`src/rtl/rtcm_regs.svh`:
```
// Register offsets, field positions, masks and timing constants of the clock/calendar core.
`ifndef RTCM_REGS_SVH
`define RTCM_REGS_SVH

`define RTCM_SLAVE_ADDR       7'h6F
`define RTCM_ADDR_SEC         5'h00
`define RTCM_ADDR_MIN         5'h01
`define RTCM_ADDR_HOUR        5'h02
`define RTCM_ADDR_DATE        5'h03
`define RTCM_ADDR_MONTH       5'h04
`define RTCM_ADDR_YEAR        5'h05
`define RTCM_ADDR_WDAY        5'h06
`define RTCM_ADDR_STATUS      5'h07
`define RTCM_ADDR_IRQCTL      5'h08
`define RTCM_ADDR_UNUSED      5'h09
`define RTCM_ADDR_ATRIM       5'h0A
`define RTCM_ADDR_DTRIM       5'h0B
`define RTCM_ADDR_ALM_SEC     5'h0C
`define RTCM_ADDR_ALM_MIN     5'h0D
`define RTCM_ADDR_ALM_HOUR    5'h0E
`define RTCM_ADDR_ALM_DATE    5'h0F
`define RTCM_ADDR_ALM_MONTH   5'h10
`define RTCM_ADDR_ALM_WDAY    5'h11
`define RTCM_ADDR_LAST        5'h13
`define RTCM_NUM_LOC          20

`define RTCM_SR_ARST          7
`define RTCM_SR_XTOSCB        6
`define RTCM_SR_CLOCK_WRITE_UNLOCK          4
`define RTCM_SR_ALM           2
`define RTCM_SR_BAT           1
`define RTCM_SR_TOTAL_POWER_LOSS_FLAG          0
`define RTCM_HR_24H           7
`define RTCM_HR_PM            5

`define RTCM_MASK_SEC         8'h7F
`define RTCM_MASK_HOUR        8'hBF
`define RTCM_MASK_DATE        8'h3F
`define RTCM_MASK_MONTH       8'h1F
`define RTCM_MASK_WDAY        8'h07
`define RTCM_MASK_DTRIM       8'h07
`define RTCM_MASK_ALM_HOUR    8'hBF
`define RTCM_MASK_ALM_MONTH   8'h9F
`define RTCM_MASK_ALM_WDAY    8'h87
`define RTCM_MASK_ALL         8'hFF

`define RTCM_BCD_59           8'h59
`define RTCM_BCD_23           8'h23
`define RTCM_BCD_11           8'h11
`define RTCM_BCD_12           8'h12
`define RTCM_BCD_99           8'h99
`define RTCM_BCD_01           8'h01
`define RTCM_WDAY_LAST        8'h06

`define RTCM_CLK_PERIOD_NS    40
`define RTCM_TICK_PERIOD_NS   1000000000
`define RTCM_RESET_VALUE      8'h00

`endif
```
`src/rtl/rtcm_pkg.sv`:
```
// Types shared by the clock/calendar core.
package rtcm_pkg;
  typedef enum logic [3:0] {
    RTCM_IDLE, RTCM_ADDR, RTCM_ADDR_ACK, RTCM_PTR, RTCM_PTR_ACK,
    RTCM_WR, RTCM_WR_ACK, RTCM_RD, RTCM_RD_ACK
  } rtcm_state_t;
  typedef logic [1:0] rtcm_sect_t;
endpackage

```
`src/rtl/rtcm_core.sv`:
```
// Two-wire register map and BCD time-of-day calendar core.
//
// Behaviour
// (RULE1) Answer only slave byte 1101111x; reach locations 00h to 13h.
// (RULE2) Location 09h unused: writes ignored, reads return zero.
// (RULE3) Accept single-byte and page writes starting at any location.
// (RULE4) Four sections: time, control/status, alarm, scratch; nothing above 13h.
// (RULE5) Time writes ignored unless the unlock bit, status bit 4, is set.
// (RULE6) A multi-byte transfer stays inside the section it started in; here only writes do, sequential reads cross sections.
// (RULE7) Transfers may start at any location inside a section.
// (RULE8) Random reads return current contents; sequential reads continue onward.
// (RULE9) Read start latches time counters into a holding buffer.
// (RULE10) After a read the pointer holds last location plus one.
// (RULE11) Control, alarm and scratch writes ignore the unlock bit.
// (RULE12) Reset: all locations zero, status reads 01h.
// (RULE13) Time registers are packed BCD within their documented ranges.
// (RULE14) Weekday counts 0 to 6, wraps to 0, defaults to 0.
// (RULE15) Hours bit 7 selects 24-hour; otherwise bit 5 marks afternoon.
// (RULE16) Default is 12-hour format with afternoon bit clear.
// (RULE17) Every year divisible by 4, 00 included, is a leap year.
// (RULE18) Date rolls to 1 at the true end of each month.
// (RULE19) Counters stay frozen after power loss until a time write.
// (RULE20) Stop after a valid time write starts counting, tick resynchronised.
// (RULE21) Each tick increments seconds with BCD carries through all fields.
// (RULE22) 12-hour counts 12,1..11; afternoon toggles passing 11 to 12.
// (RULE23) Unused high bits of time, alarm and trim registers read zero.
`include "rtcm_regs.svh"

module rtcm_core
  import rtcm_pkg::*;
#(
  parameter int TICK_CYCLES = `RTCM_TICK_PERIOD_NS / `RTCM_CLK_PERIOD_NS
)(
  input  wire logic core_clk,
  input  wire logic rst_n,
  input  wire logic scl,
  input  wire logic sda_in,
  output logic      sda_out,
  output logic      sda_oe
);

  localparam int TW = $clog2(TICK_CYCLES);

  // A one-second divider needs at least two cycles to be meaningful.
  if (TICK_CYCLES < 2)
  begin : g_bad_tick
    $error("TICK_CYCLES must be at least 2");
  end

  logic [7:0]  mem [0:`RTCM_NUM_LOC-1];
  logic [7:0]  shadow [0:6];
  logic        scl_q;
  logic        sda_q;
  rtcm_state_t state;
  logic [2:0]  cnt;
  logic [7:0]  shift;
  logic        ack_drv;
  logic        rw;
  logic [4:0]  ptr;
  rtcm_sect_t  xfer_sect;
  logic        sr_arst;
  logic        sr_xtoscb;
  logic        sr_clock_write_unlock;
  logic        sr_alm;
  logic        sr_bat;
  logic        sr_total_power_loss_flag;
  logic        sr_read;
  logic        time_wr_pend;
  logic        running;
  logic [TW-1:0] tick_cnt;
  logic        tick;
  logic        start_c;
  logic        stop_c;
  logic        rise;
  logic        fall;
  logic [7:0]  in_byte;
  logic        byte_done;
  logic        wr_en;
  logic        time_wr;
  logic        rd_load;
  logic        rd_start;
  logic [7:0]  nx_sec;
  logic [7:0]  nx_min;
  logic [7:0]  nx_hour;
  logic [7:0]  nx_date;
  logic [7:0]  nx_month;
  logic [7:0]  nx_year;
  logic [7:0]  nx_wday;
  logic [7:0]  rd_byte;

  // Section number of a location; used by pointer load and write gating.
  function automatic rtcm_sect_t sect_of(input logic [4:0] a);
    if (a <= `RTCM_ADDR_WDAY)
      sect_of = 2'd0;
    else if (a <= `RTCM_ADDR_DTRIM)
      sect_of = 2'd1;
    else if (a <= `RTCM_ADDR_ALM_WDAY)
      sect_of = 2'd2;
    else
      sect_of = 2'd3;
  endfunction

  // Bits that exist at each location; the rest store and read as zero.
  function automatic logic [7:0] wmask(input logic [4:0] a);
    case (a)
      `RTCM_ADDR_SEC, `RTCM_ADDR_MIN: wmask = `RTCM_MASK_SEC; // RULE23
      `RTCM_ADDR_HOUR:                wmask = `RTCM_MASK_HOUR;
      `RTCM_ADDR_DATE:                wmask = `RTCM_MASK_DATE;
      `RTCM_ADDR_MONTH:               wmask = `RTCM_MASK_MONTH;
      `RTCM_ADDR_WDAY:                wmask = `RTCM_MASK_WDAY;
      `RTCM_ADDR_DTRIM:               wmask = `RTCM_MASK_DTRIM;
      `RTCM_ADDR_ALM_HOUR,
      `RTCM_ADDR_ALM_DATE:            wmask = `RTCM_MASK_ALM_HOUR;
      `RTCM_ADDR_ALM_MONTH:           wmask = `RTCM_MASK_ALM_MONTH;
      `RTCM_ADDR_ALM_WDAY:            wmask = `RTCM_MASK_ALM_WDAY;
      `RTCM_ADDR_STATUS,
      `RTCM_ADDR_UNUSED:              wmask = `RTCM_RESET_VALUE; // RULE2
      default:                        wmask = (a > `RTCM_ADDR_LAST) ? `RTCM_RESET_VALUE
                                                                   : `RTCM_MASK_ALL;
    endcase
  endfunction

  // BCD increment of a two-digit value.
  function automatic logic [7:0] bcd_inc(input logic [7:0] v);
    if (v[3:0] == 4'h9)
      bcd_inc = {v[7:4] + 4'h1, 4'h0};
    else
      bcd_inc = {v[7:4], v[3:0] + 4'h1};
  endfunction

  // Bus edges; pins are already synchronous to core_clk.
  assign start_c = scl && scl_q && sda_q && !sda_in;
  assign stop_c  = scl && scl_q && !sda_q && sda_in;
  assign rise    = scl && !scl_q;
  assign fall    = !scl && scl_q;
  assign in_byte = {shift[6:0], sda_in};
  assign byte_done = rise && (cnt == 3'd7);
  assign sda_out = 1'b0;
  assign rd_byte = rd_val(ptr);

  // Remember the previous pin levels for edge detection.
  always_ff @(posedge core_clk or negedge rst_n)
  begin
    if (!rst_n)
    begin
      scl_q <= 1'b1;
      sda_q <= 1'b1;
    end
    else
    begin
      scl_q <= scl;
      sda_q <= sda_in;
    end
  end

  // Write strobes and read load points of the serial state machine.
  always_comb
  begin
    wr_en    = (state == RTCM_WR) && byte_done
               && (sect_of(ptr) == xfer_sect) && (ptr <= `RTCM_ADDR_LAST); // RULE6
    time_wr  = wr_en && (ptr <= `RTCM_ADDR_WDAY) && sr_clock_write_unlock; // RULE5
    rd_start = (state == RTCM_ADDR) && byte_done
               && (shift[6:0] == `RTCM_SLAVE_ADDR) && sda_in;
    rd_load  = fall && ack_drv && ((state == RTCM_ADDR_ACK && rw)
                                   || state == RTCM_RD_ACK);
  end

  // Serial protocol: address match, pointer load, byte shift and acknowledge.
  always_ff @(posedge core_clk or negedge rst_n)
  begin
    if (!rst_n)
    begin
      state     <= RTCM_IDLE;
      cnt       <= 3'd0;
      shift     <= `RTCM_RESET_VALUE;
      ack_drv   <= 1'b0;
      rw        <= 1'b0;
      ptr       <= `RTCM_ADDR_SEC;
      xfer_sect <= 2'd0;
      sda_oe    <= 1'b0;
    end
    else if (start_c)
    begin
      state   <= RTCM_ADDR;
      cnt     <= 3'd0;
      ack_drv <= 1'b0;
      sda_oe  <= 1'b0;
    end
    else if (stop_c)
    begin
      state  <= RTCM_IDLE;
      sda_oe <= 1'b0;
    end
    else
    begin
      case (state)
        RTCM_ADDR, RTCM_PTR, RTCM_WR:
        begin
          if (rise)
          begin
            shift <= in_byte;
            cnt   <= cnt + 3'd1;
          end
          if (byte_done)
          begin
            cnt <= 3'd0;
            if (state == RTCM_ADDR)
            begin
              // Other slave addresses are left alone until the next start.
              if (shift[6:0] == `RTCM_SLAVE_ADDR) // RULE1
              begin
                state     <= RTCM_ADDR_ACK;
                rw        <= sda_in;
                xfer_sect <= sect_of(ptr); // RULE7
              end
              else
                state <= RTCM_IDLE;
            end
            else if (state == RTCM_PTR)
            begin
              ptr       <= in_byte[4:0]; // RULE7
              xfer_sect <= sect_of(in_byte[4:0]);
              state     <= RTCM_PTR_ACK;
            end
            else
            begin
              ptr   <= (ptr == `RTCM_ADDR_LAST) ? `RTCM_ADDR_SEC : ptr + 5'd1; // RULE3
              state <= RTCM_WR_ACK;
            end
          end
        end
        RTCM_ADDR_ACK, RTCM_PTR_ACK, RTCM_WR_ACK:
        begin
          if (fall && !ack_drv)
          begin
            ack_drv <= 1'b1;
            sda_oe  <= 1'b1;
          end
          else if (fall)
          begin
            ack_drv <= 1'b0;
            if (rd_load)
            begin
              shift  <= rd_byte;
              sda_oe <= !rd_byte[7];
              state  <= RTCM_RD;
            end
            else
            begin
              sda_oe <= 1'b0;
              state  <= (state == RTCM_ADDR_ACK) ? RTCM_PTR : RTCM_WR;
            end
          end
        end
        RTCM_RD:
        begin
          if (fall)
          begin
            shift  <= {shift[6:0], 1'b0};
            sda_oe <= !shift[6];
          end
          if (rise)
          begin
            cnt <= cnt + 3'd1;
            if (cnt == 3'd7)
            begin
              state <= RTCM_RD_ACK;
              ptr   <= (ptr == `RTCM_ADDR_LAST) ? `RTCM_ADDR_SEC : ptr + 5'd1; // RULE10
            end
          end
        end
        RTCM_RD_ACK:
        begin
          if (fall && !ack_drv)
            sda_oe <= 1'b0;
          if (rise)
          begin
            // A master that declines the byte ends the read; wait for stop.
            if (sda_in)
              state <= RTCM_IDLE;
            else
              ack_drv <= 1'b1;
          end
          if (rd_load)
          begin
            ack_drv <= 1'b0;
            cnt     <= 3'd0;
            shift   <= rd_byte; // RULE8
            sda_oe  <= !rd_byte[7];
            state   <= RTCM_RD;
          end
        end
        default:
        begin
          sda_oe <= 1'b0;
        end
      endcase
    end
  end

  // Read value of a location; time comes from the holding buffer.
  function automatic logic [7:0] rd_val(input logic [4:0] a);
    if (a <= `RTCM_ADDR_WDAY)
      rd_val = shadow[a[2:0]]; // RULE9
    else if (a == `RTCM_ADDR_STATUS)
      rd_val = {sr_arst, sr_xtoscb, 1'b0, sr_clock_write_unlock, 1'b0, sr_alm, sr_bat, sr_total_power_loss_flag};
    else if (a > `RTCM_ADDR_LAST)
      rd_val = `RTCM_RESET_VALUE; // RULE4
    else
      rd_val = mem[a] & wmask(a); // RULE23
  endfunction

  // Holding buffer: refreshed at every read start so a tick cannot tear a read.
  always_ff @(posedge core_clk or negedge rst_n)
  begin
    if (!rst_n)
    begin
      for (int i = 0; i < 7; i++)
        shadow[i] <= `RTCM_RESET_VALUE;
    end
    else if (rd_start)
    begin
      for (int i = 0; i < 7; i++)
        shadow[i] <= mem[i]; // RULE9
    end
  end

  // Next calendar values for one tick, all carries in BCD.
  always_comb
  begin
    logic c_min;
    logic c_hour;
    logic c_day;
    logic c_mon;
    logic c_year;
    logic leap;
    logic [7:0] hr;
    logic [7:0] hr_inc;
    logic [7:0] last_day;
    c_min  = 1'b0;
    c_hour = 1'b0;
    c_day  = 1'b0;
    c_mon  = 1'b0;
    c_year = 1'b0;
    last_day = 8'h31;
    hr     = mem[`RTCM_ADDR_HOUR];
    hr_inc = bcd_inc({2'b00, hr[5:0]});
    // BCD year divisible by 4: even tens with units 0,4,8 or odd tens with 2,6.
    leap   = (mem[`RTCM_ADDR_YEAR][1:0] == {mem[`RTCM_ADDR_YEAR][4], 1'b0}); // RULE17
    case (mem[`RTCM_ADDR_MONTH])
      8'h02:                      last_day = leap ? 8'h29 : 8'h28; // RULE18
      8'h04, 8'h06, 8'h09, 8'h11: last_day = 8'h30;
      default:                    last_day = 8'h31;
    endcase
    nx_sec = bcd_inc(mem[`RTCM_ADDR_SEC]); // RULE21
    if (mem[`RTCM_ADDR_SEC] >= `RTCM_BCD_59)
    begin
      nx_sec = `RTCM_RESET_VALUE;
      c_min  = 1'b1;
    end
    nx_min = mem[`RTCM_ADDR_MIN];
    if (c_min)
    begin
      nx_min = bcd_inc(mem[`RTCM_ADDR_MIN]);
      if (mem[`RTCM_ADDR_MIN] >= `RTCM_BCD_59)
      begin
        nx_min = `RTCM_RESET_VALUE;
        c_hour = 1'b1;
      end
    end
    nx_hour = hr;
    if (c_hour && hr[`RTCM_HR_24H]) // RULE15
    begin
      nx_hour = {1'b1, 1'b0, hr_inc[5:0]};
      if ({2'b00, hr[5:0]} >= `RTCM_BCD_23)
      begin
        nx_hour = {1'b1, 7'h00};
        c_day   = 1'b1;
      end
    end
    else if (c_hour)
    begin
      if ({3'b000, hr[4:0]} == `RTCM_BCD_11)
      begin
        nx_hour = {2'b00, !hr[`RTCM_HR_PM], 5'h12}; // RULE22
        c_day   = hr[`RTCM_HR_PM];
      end
      else if ({3'b000, hr[4:0]} >= `RTCM_BCD_12)
        nx_hour = {2'b00, hr[`RTCM_HR_PM], 5'h01};
      else
        nx_hour = {2'b00, hr[`RTCM_HR_PM], hr_inc[4:0]};
    end
    nx_date = mem[`RTCM_ADDR_DATE];
    nx_wday = mem[`RTCM_ADDR_WDAY];
    if (c_day)
    begin
      nx_wday = (mem[`RTCM_ADDR_WDAY] >= `RTCM_WDAY_LAST) ? `RTCM_RESET_VALUE
                : mem[`RTCM_ADDR_WDAY] + 8'h01; // RULE14
      nx_date = bcd_inc(mem[`RTCM_ADDR_DATE]);
      if (mem[`RTCM_ADDR_DATE] >= last_day)
      begin
        nx_date = `RTCM_BCD_01;
        c_mon   = 1'b1;
      end
    end
    nx_month = mem[`RTCM_ADDR_MONTH];
    if (c_mon)
    begin
      nx_month = bcd_inc(mem[`RTCM_ADDR_MONTH]);
      if (mem[`RTCM_ADDR_MONTH] >= `RTCM_BCD_12)
      begin
        nx_month = `RTCM_BCD_01;
        c_year   = 1'b1;
      end
    end
    nx_year = mem[`RTCM_ADDR_YEAR];
    if (c_year)
      nx_year = (mem[`RTCM_ADDR_YEAR] >= `RTCM_BCD_99) ? `RTCM_RESET_VALUE
                : bcd_inc(mem[`RTCM_ADDR_YEAR]); // RULE13
  end

  // Location storage: a host write beats a tick on the same location.
  always_ff @(posedge core_clk or negedge rst_n)
  begin
    if (!rst_n)
    begin
      for (int i = 0; i < `RTCM_NUM_LOC; i++)
        mem[i] <= `RTCM_RESET_VALUE; // RULE12 RULE16
    end
    else
    begin
      if (tick)
      begin
        mem[`RTCM_ADDR_SEC]   <= nx_sec;
        mem[`RTCM_ADDR_MIN]   <= nx_min;
        mem[`RTCM_ADDR_HOUR]  <= nx_hour;
        mem[`RTCM_ADDR_DATE]  <= nx_date;
        mem[`RTCM_ADDR_MONTH] <= nx_month;
        mem[`RTCM_ADDR_YEAR]  <= nx_year;
        mem[`RTCM_ADDR_WDAY]  <= nx_wday;
      end
      if (time_wr || (wr_en && ptr > `RTCM_ADDR_WDAY)) // RULE11
        mem[ptr] <= in_byte & wmask(ptr); // RULE2
    end
  end

  // Status bits: alarm and battery flags can only be written to zero; the power-loss flag clears on a time write.
  always_ff @(posedge core_clk or negedge rst_n)
  begin
    if (!rst_n)
    begin
      sr_arst   <= 1'b0;
      sr_xtoscb <= 1'b0;
      sr_clock_write_unlock   <= 1'b0;
      sr_alm    <= 1'b0;
      sr_bat    <= 1'b0;
      sr_total_power_loss_flag   <= 1'b1; // RULE12
      sr_read   <= 1'b0;
    end
    else
    begin
      if (wr_en && ptr == `RTCM_ADDR_STATUS)
      begin
        sr_arst   <= in_byte[`RTCM_SR_ARST];
        sr_xtoscb <= in_byte[`RTCM_SR_XTOSCB];
        sr_clock_write_unlock   <= in_byte[`RTCM_SR_CLOCK_WRITE_UNLOCK];
        sr_alm    <= sr_alm && in_byte[`RTCM_SR_ALM];
        sr_bat    <= sr_bat && in_byte[`RTCM_SR_BAT];
      end
      if (time_wr)
        sr_total_power_loss_flag <= 1'b0;
      if (rd_load && ptr == `RTCM_ADDR_STATUS)
        sr_read <= 1'b1;
      // Auto clear acts only once the read is closed by a stop.
      if (stop_c || start_c)
        sr_read <= 1'b0;
      if (stop_c && sr_read && sr_arst)
      begin
        sr_alm <= 1'b0;
        sr_bat <= 1'b0;
      end
    end
  end

  // Second divider: frozen until a time write, restarted at that write's stop.
  always_ff @(posedge core_clk or negedge rst_n)
  begin
    if (!rst_n)
    begin
      running      <= 1'b0;
      time_wr_pend <= 1'b0;
      tick_cnt     <= '0;
    end
    else
    begin
      if (time_wr)
        time_wr_pend <= 1'b1;
      if (start_c)
        time_wr_pend <= 1'b0;
      if (stop_c && (time_wr_pend || time_wr))
      begin
        running      <= 1'b1; // RULE19 RULE20
        time_wr_pend <= 1'b0;
        tick_cnt     <= '0;
      end
      else if (running)
        tick_cnt <= tick ? '0 : tick_cnt + TW'(1);
    end
  end

  assign tick = running && (tick_cnt == TW'(TICK_CYCLES - 1));

endmodule

```
`config.mk`:
```
export PLATFORM = sky130hd
export DESIGN_NAME = rtcm_core
export DESIGN_NICKNAME = d
export VERILOG_FILES = /design/src/rtl/rtcm_pkg.sv /design/src/rtl/rtcm_core.sv
export VERILOG_INCLUDE_DIRS = /design/src /design/src/rtl
export SDC_FILE = /design/constraint.sdc
export NUM_CORES = 1
export LEC_CHECK = 0
export BUFFER_PORTS_ARGS = -buffer_cell sky130_fd_sc_hd__buf_2
export CAP_MARGIN = 0
export CORE_MARGIN = 4
export CORE_UTILIZATION = 35
export CTS_BUF_LIST = sky130_fd_sc_hd__clkbuf_4 sky130_fd_sc_hd__clkbuf_8
export DETAILED_ROUTE_END_ITERATION = 16
export GPL_ROUTABILITY_DRIVEN = 0
export GPL_TIMING_DRIVEN = 0
export PLACE_DENSITY = 0.52
export SLEW_MARGIN = 30
export SYNTH_ARGS = -nofsm -noshare
export SYNTH_HDL_FRONTEND = slang
export SYNTH_SLANG_ARGS = --single-unit
```
`constraint.sdc`:
```
create_clock -name core_clk -period 3.9 [get_ports core_clk]
set_clock_uncertainty 0.1 [all_clocks]
set_input_delay 0.39 -clock core_clk [delete_from_list [all_inputs] [get_ports core_clk]]
set_output_delay 0.39 -clock core_clk [all_outputs]
set_load 0.02 [all_outputs]
```
==> flow_metrics.env <==
export IMPL_dpl_cell_area_um2=16300
export IMPL_worstSetupStartpointType="flop"
export IMPL_switching_power_uw=3090
export IMPL_tightest_slew_ps=1050
export IMPL_critPathMaxStageDelay_ps=520
export IMPL_die_height_um=218
export IMPL_status="finished, final reports clean"
export IMPL_slew_headroom_pct=30.3
export IMPL_maxCapViolCount=0
export IMPL_hold_viol=0
export IMPL_fmax_ghz=0.257
export IMPL_track_usage_pct=21.1
export IMPL_netlist_top_cell_by_area="dfrtp_1"
export IMPL_clkPwrFrac_pct=36.0
export IMPL_p_sw_share_pct=36.1
export IMPL_ys_seq_area_share_pct=44.9
export IMPL_grt_first_pass_wirelength_mm=76.8
export IMPL_max_clock_path_buffers=3
export IMPL_synthesis_area_um2=15400
export IMPL_drc=0
export IMPL_finalInstanceArea_um2=17500
export IMPL_cts_tree="built"
export IMPL_dieArea_um2=47300
export IMPL_ios=6
export IMPL_critPathSlowestCell="clkdlybuf4s15_2"
export IMPL_synthTopCellsByArea="dfrtp_1, mux4_2, nand2_1, mux2_2, o21ai_0"
export IMPL_antenna_found_initial=0
export IMPL_startpoint="ptr[0]$_DFFE_PN0P_"
export IMPL_firstDrtPassIters=5
export IMPL_crit_fanout=18
export IMPL_clkSinkCount=276
export IMPL_avgRoutedWirePerCell_um=22.1
export IMPL_power_density_nw_per_um2=490
export IMPL_async_flop_share_pct=100
export IMPL_ys_types=86
export IMPL_syn_to_final_growth_pct=13.6
export IMPL_start_util_pct=35.5
export IMPL_end_kind="flop"
export IMPL_insertion_delay_ps=630
export IMPL_worstPathArrival_ps=4280
export IMPL_setup_viol=0
export IMPL_post_route_min_period_ps=3890
export IMPL_place_ws_ps=-1570
export IMPL_antenna_left=0
export IMPL_hold_slack_ps=178
export IMPL_drt_iter0_markers=1289
export IMPL_power_frac_comb_pct=28.2
export IMPL_path_common_cell="nand3_1"
export IMPL_criticalPathCategory="reg -> reg"
export IMPL_min_path_type="in -> async"
export IMPL_synth_most_common_cell="dfrtp_1"
export IMPL_finalWorstSetupSlack_ps=6.18
export IMPL_worstPathRequired_ps=4280
export IMPL_rows=76
export IMPL_grt_max_degree=86
export IMPL_post_dp_hpwl_mm=35.3
export IMPL_fin_nets=1648
export IMPL_path_clk_slew_ps=60
export IMPL_pwr_share_seq_pct=35.8
export IMPL_synth_nets=1589
export IMPL_core_area_um2=43300
export IMPL_die_w_um=218
export IMPL_synth_edf_count=0
export IMPL_synth_warnings=0
export IMPL_drt_vias_per_instance=5.68
export IMPL_avgSynthCellArea_um2=9.88
export IMPL_gr_total_overflow=0
export IMPL_netlist_instances=1557
export IMPL_drv_slew=0
export IMPL_layout_drive_gt1_share_pct=18.2
export IMPL_p_int_uw=5470
export IMPL_numCtsBuffers=51
export IMPL_ys_seq_elements=276
export IMPL_path_cells="buf_6 > inv_1 > ha_1 > clkdlybuf4s15_2 > nand3b_1 > nand3_1 > a31oi_1 > o21a_1 > nand3_1 > clkbuf_1 > nand3_1 > o21ai_0"
export IMPL_htreeDepth=2
export IMPL_post_cts_buffers=0
export IMPL_synth_top_cells_by_count="dfrtp_1, nand2_1, o21ai_0, nor2_1, a21oi_1"
export IMPL_r2r_start="ptr[0]$_DFFE_PN0P_"
export IMPL_power_leakage_uw=0.00742
export IMPL_fillers=4282
export IMPL_ir_worst_vdd_mv=0.346
export IMPL_rsz0062_at_grt="true"
export IMPL_port_buffers=4
export IMPL_yosysTopAreaCellShare_pct=44.4
export IMPL_num_vias=12700
export IMPL_grt_pass1_vias=12500
export IMPL_wl_mm=49.5
export IMPL_cts_root_buf="clkbuf_8"
export IMPL_min_period_over_period_pct=99.8
export IMPL_synth_flop_cell="dfrtp_1"
-- power groups by stage --
stage | registers [µW] | logic [µW] | clock network, µW
finish | 3070 | 2410 | 3080
floorplan | 3070 | 1410 | 0
detailed placement | 3110 | 2380 | 0
global route | 3080 | 2570 | 3300
CTS | 3060 | 2400 | 3170
global placement | 3110 | 2340 | 0
-- through the flow --
step | cells | util, % | total power, µW | setup TNS, ps
2_1_floorplan | 1557 | - | 4490 | 0
3_3_place_gp | 2146 | 37.3 | 5450 | -1048730
3_5_place_dp | 2149 | 37.6 | 5490 | -218080
4_1_cts | 2238 | 40.3 | 8630 | 0
5_1_grt | 2237 | 40.4 | 8940 | -190
6_report | 2238 | 40.4 | 8560 | 0
-- routing by layer --
metal | wire length (µm) | share of wire, % | global-route usage [%] | up-vias
li1 | - | - | - | 5823
met1 | 22400 | 45 | 30.0 | 6380
met2 | 22000 | 44 | 32.0 | 427
met3 | 3430 | 6.9 | 4.46 | 87
met4 | 1630 | 3.3 | 7.31 | 0
met5 | 0 | 0 | 0 | -
-- cells in the final DEF (no fill, tap or decap), types with 24 or more instances in the layout --
master	synthesis	layout
o21ai_1	77	79
nor2_1	100	100
mux2_2	61	61
a21oi_1	82	82
mux4_2	47	47
mux2i_1	24	24
dfrtp_1	273	273
nand2_1	198	198
nor3_1	28	26
ha_1	28	28
clkbuf_8	0	65
buf_2	28	32
inv_1	27	27
o21ai_0	108	106
clkbuf_1	69	50
nand3_1	61	61
-- what timing repair did --
action                                 in CTS  in global routing
pin swaps                                   0                  1
hold buffers                                3                  0
setup endpoints to repair                 199                123
endpoints found under the hold margin      55                  0
resized for setup                          15                 15
-- cell type report --
class | count | area, µm² | share of cell area, %
clock inverter | 11 | 136 | 0.781
timing repair buffer | 10 | 143 | 0.817
multi-input combinational | 1141 | 7920 | 45.3
sequential | 276 | 6910 | 39.6
inverter | 28 | 105 | 0.602
antenna | 1 | 2.50 | 0.0143
tap | 585 | 732 | 4.19
buffer | 108 | 532 | 3.04
clock buffer | 78 | 992 | 5.68
-- kinds of logic after synthesis --
| logic type | Yosys count | share of synthesized area (%) |
|---|---|---|
| flip-flops | 276 | 44.9 |
| AO/OA/AOI/OAI | 402 | 15.7 |
| adder cells (fa/ha/maj) | 28 | 2.28 |
| multiplexers | 133 | 13.0 |
| buffers and inverters | 140 | 3.92 |
| other | 1 | 0.0244 |
| XOR/XNOR | 27 | 1.54 |
| AND/OR/NAND/NOR | 550 | 18.5 |
-- worst paths after layout --
check / slack, ps / to / depth (start not counted)
max: 6 / mem[150]$_DFF_PN0_ / 12
min: 180 / async pin / 2
max reg2reg: 6 / mem[150]$_DFF_PN0_ / 12
min reg2reg: 380 / flop / 2
max in group asynchronous: 2700 / sr_total_power_loss_flag$_DFFE_PN1P_ / 3
min in group core_clk: 360 / sda_q$_DFF_PN1_ / 2
-- critical path: cells and delay by family (launching register included) --
family                   cells  cell delay (ps)
AO/OA/AOI/OAI                3              650
AND/OR/NAND/NOR              4              780
adder cells (fa/ha/maj)      1              330
flip-flops                   1              410
buffers and inverters        4             1450
No activity file was read; power rests on OpenSTA's default activity.
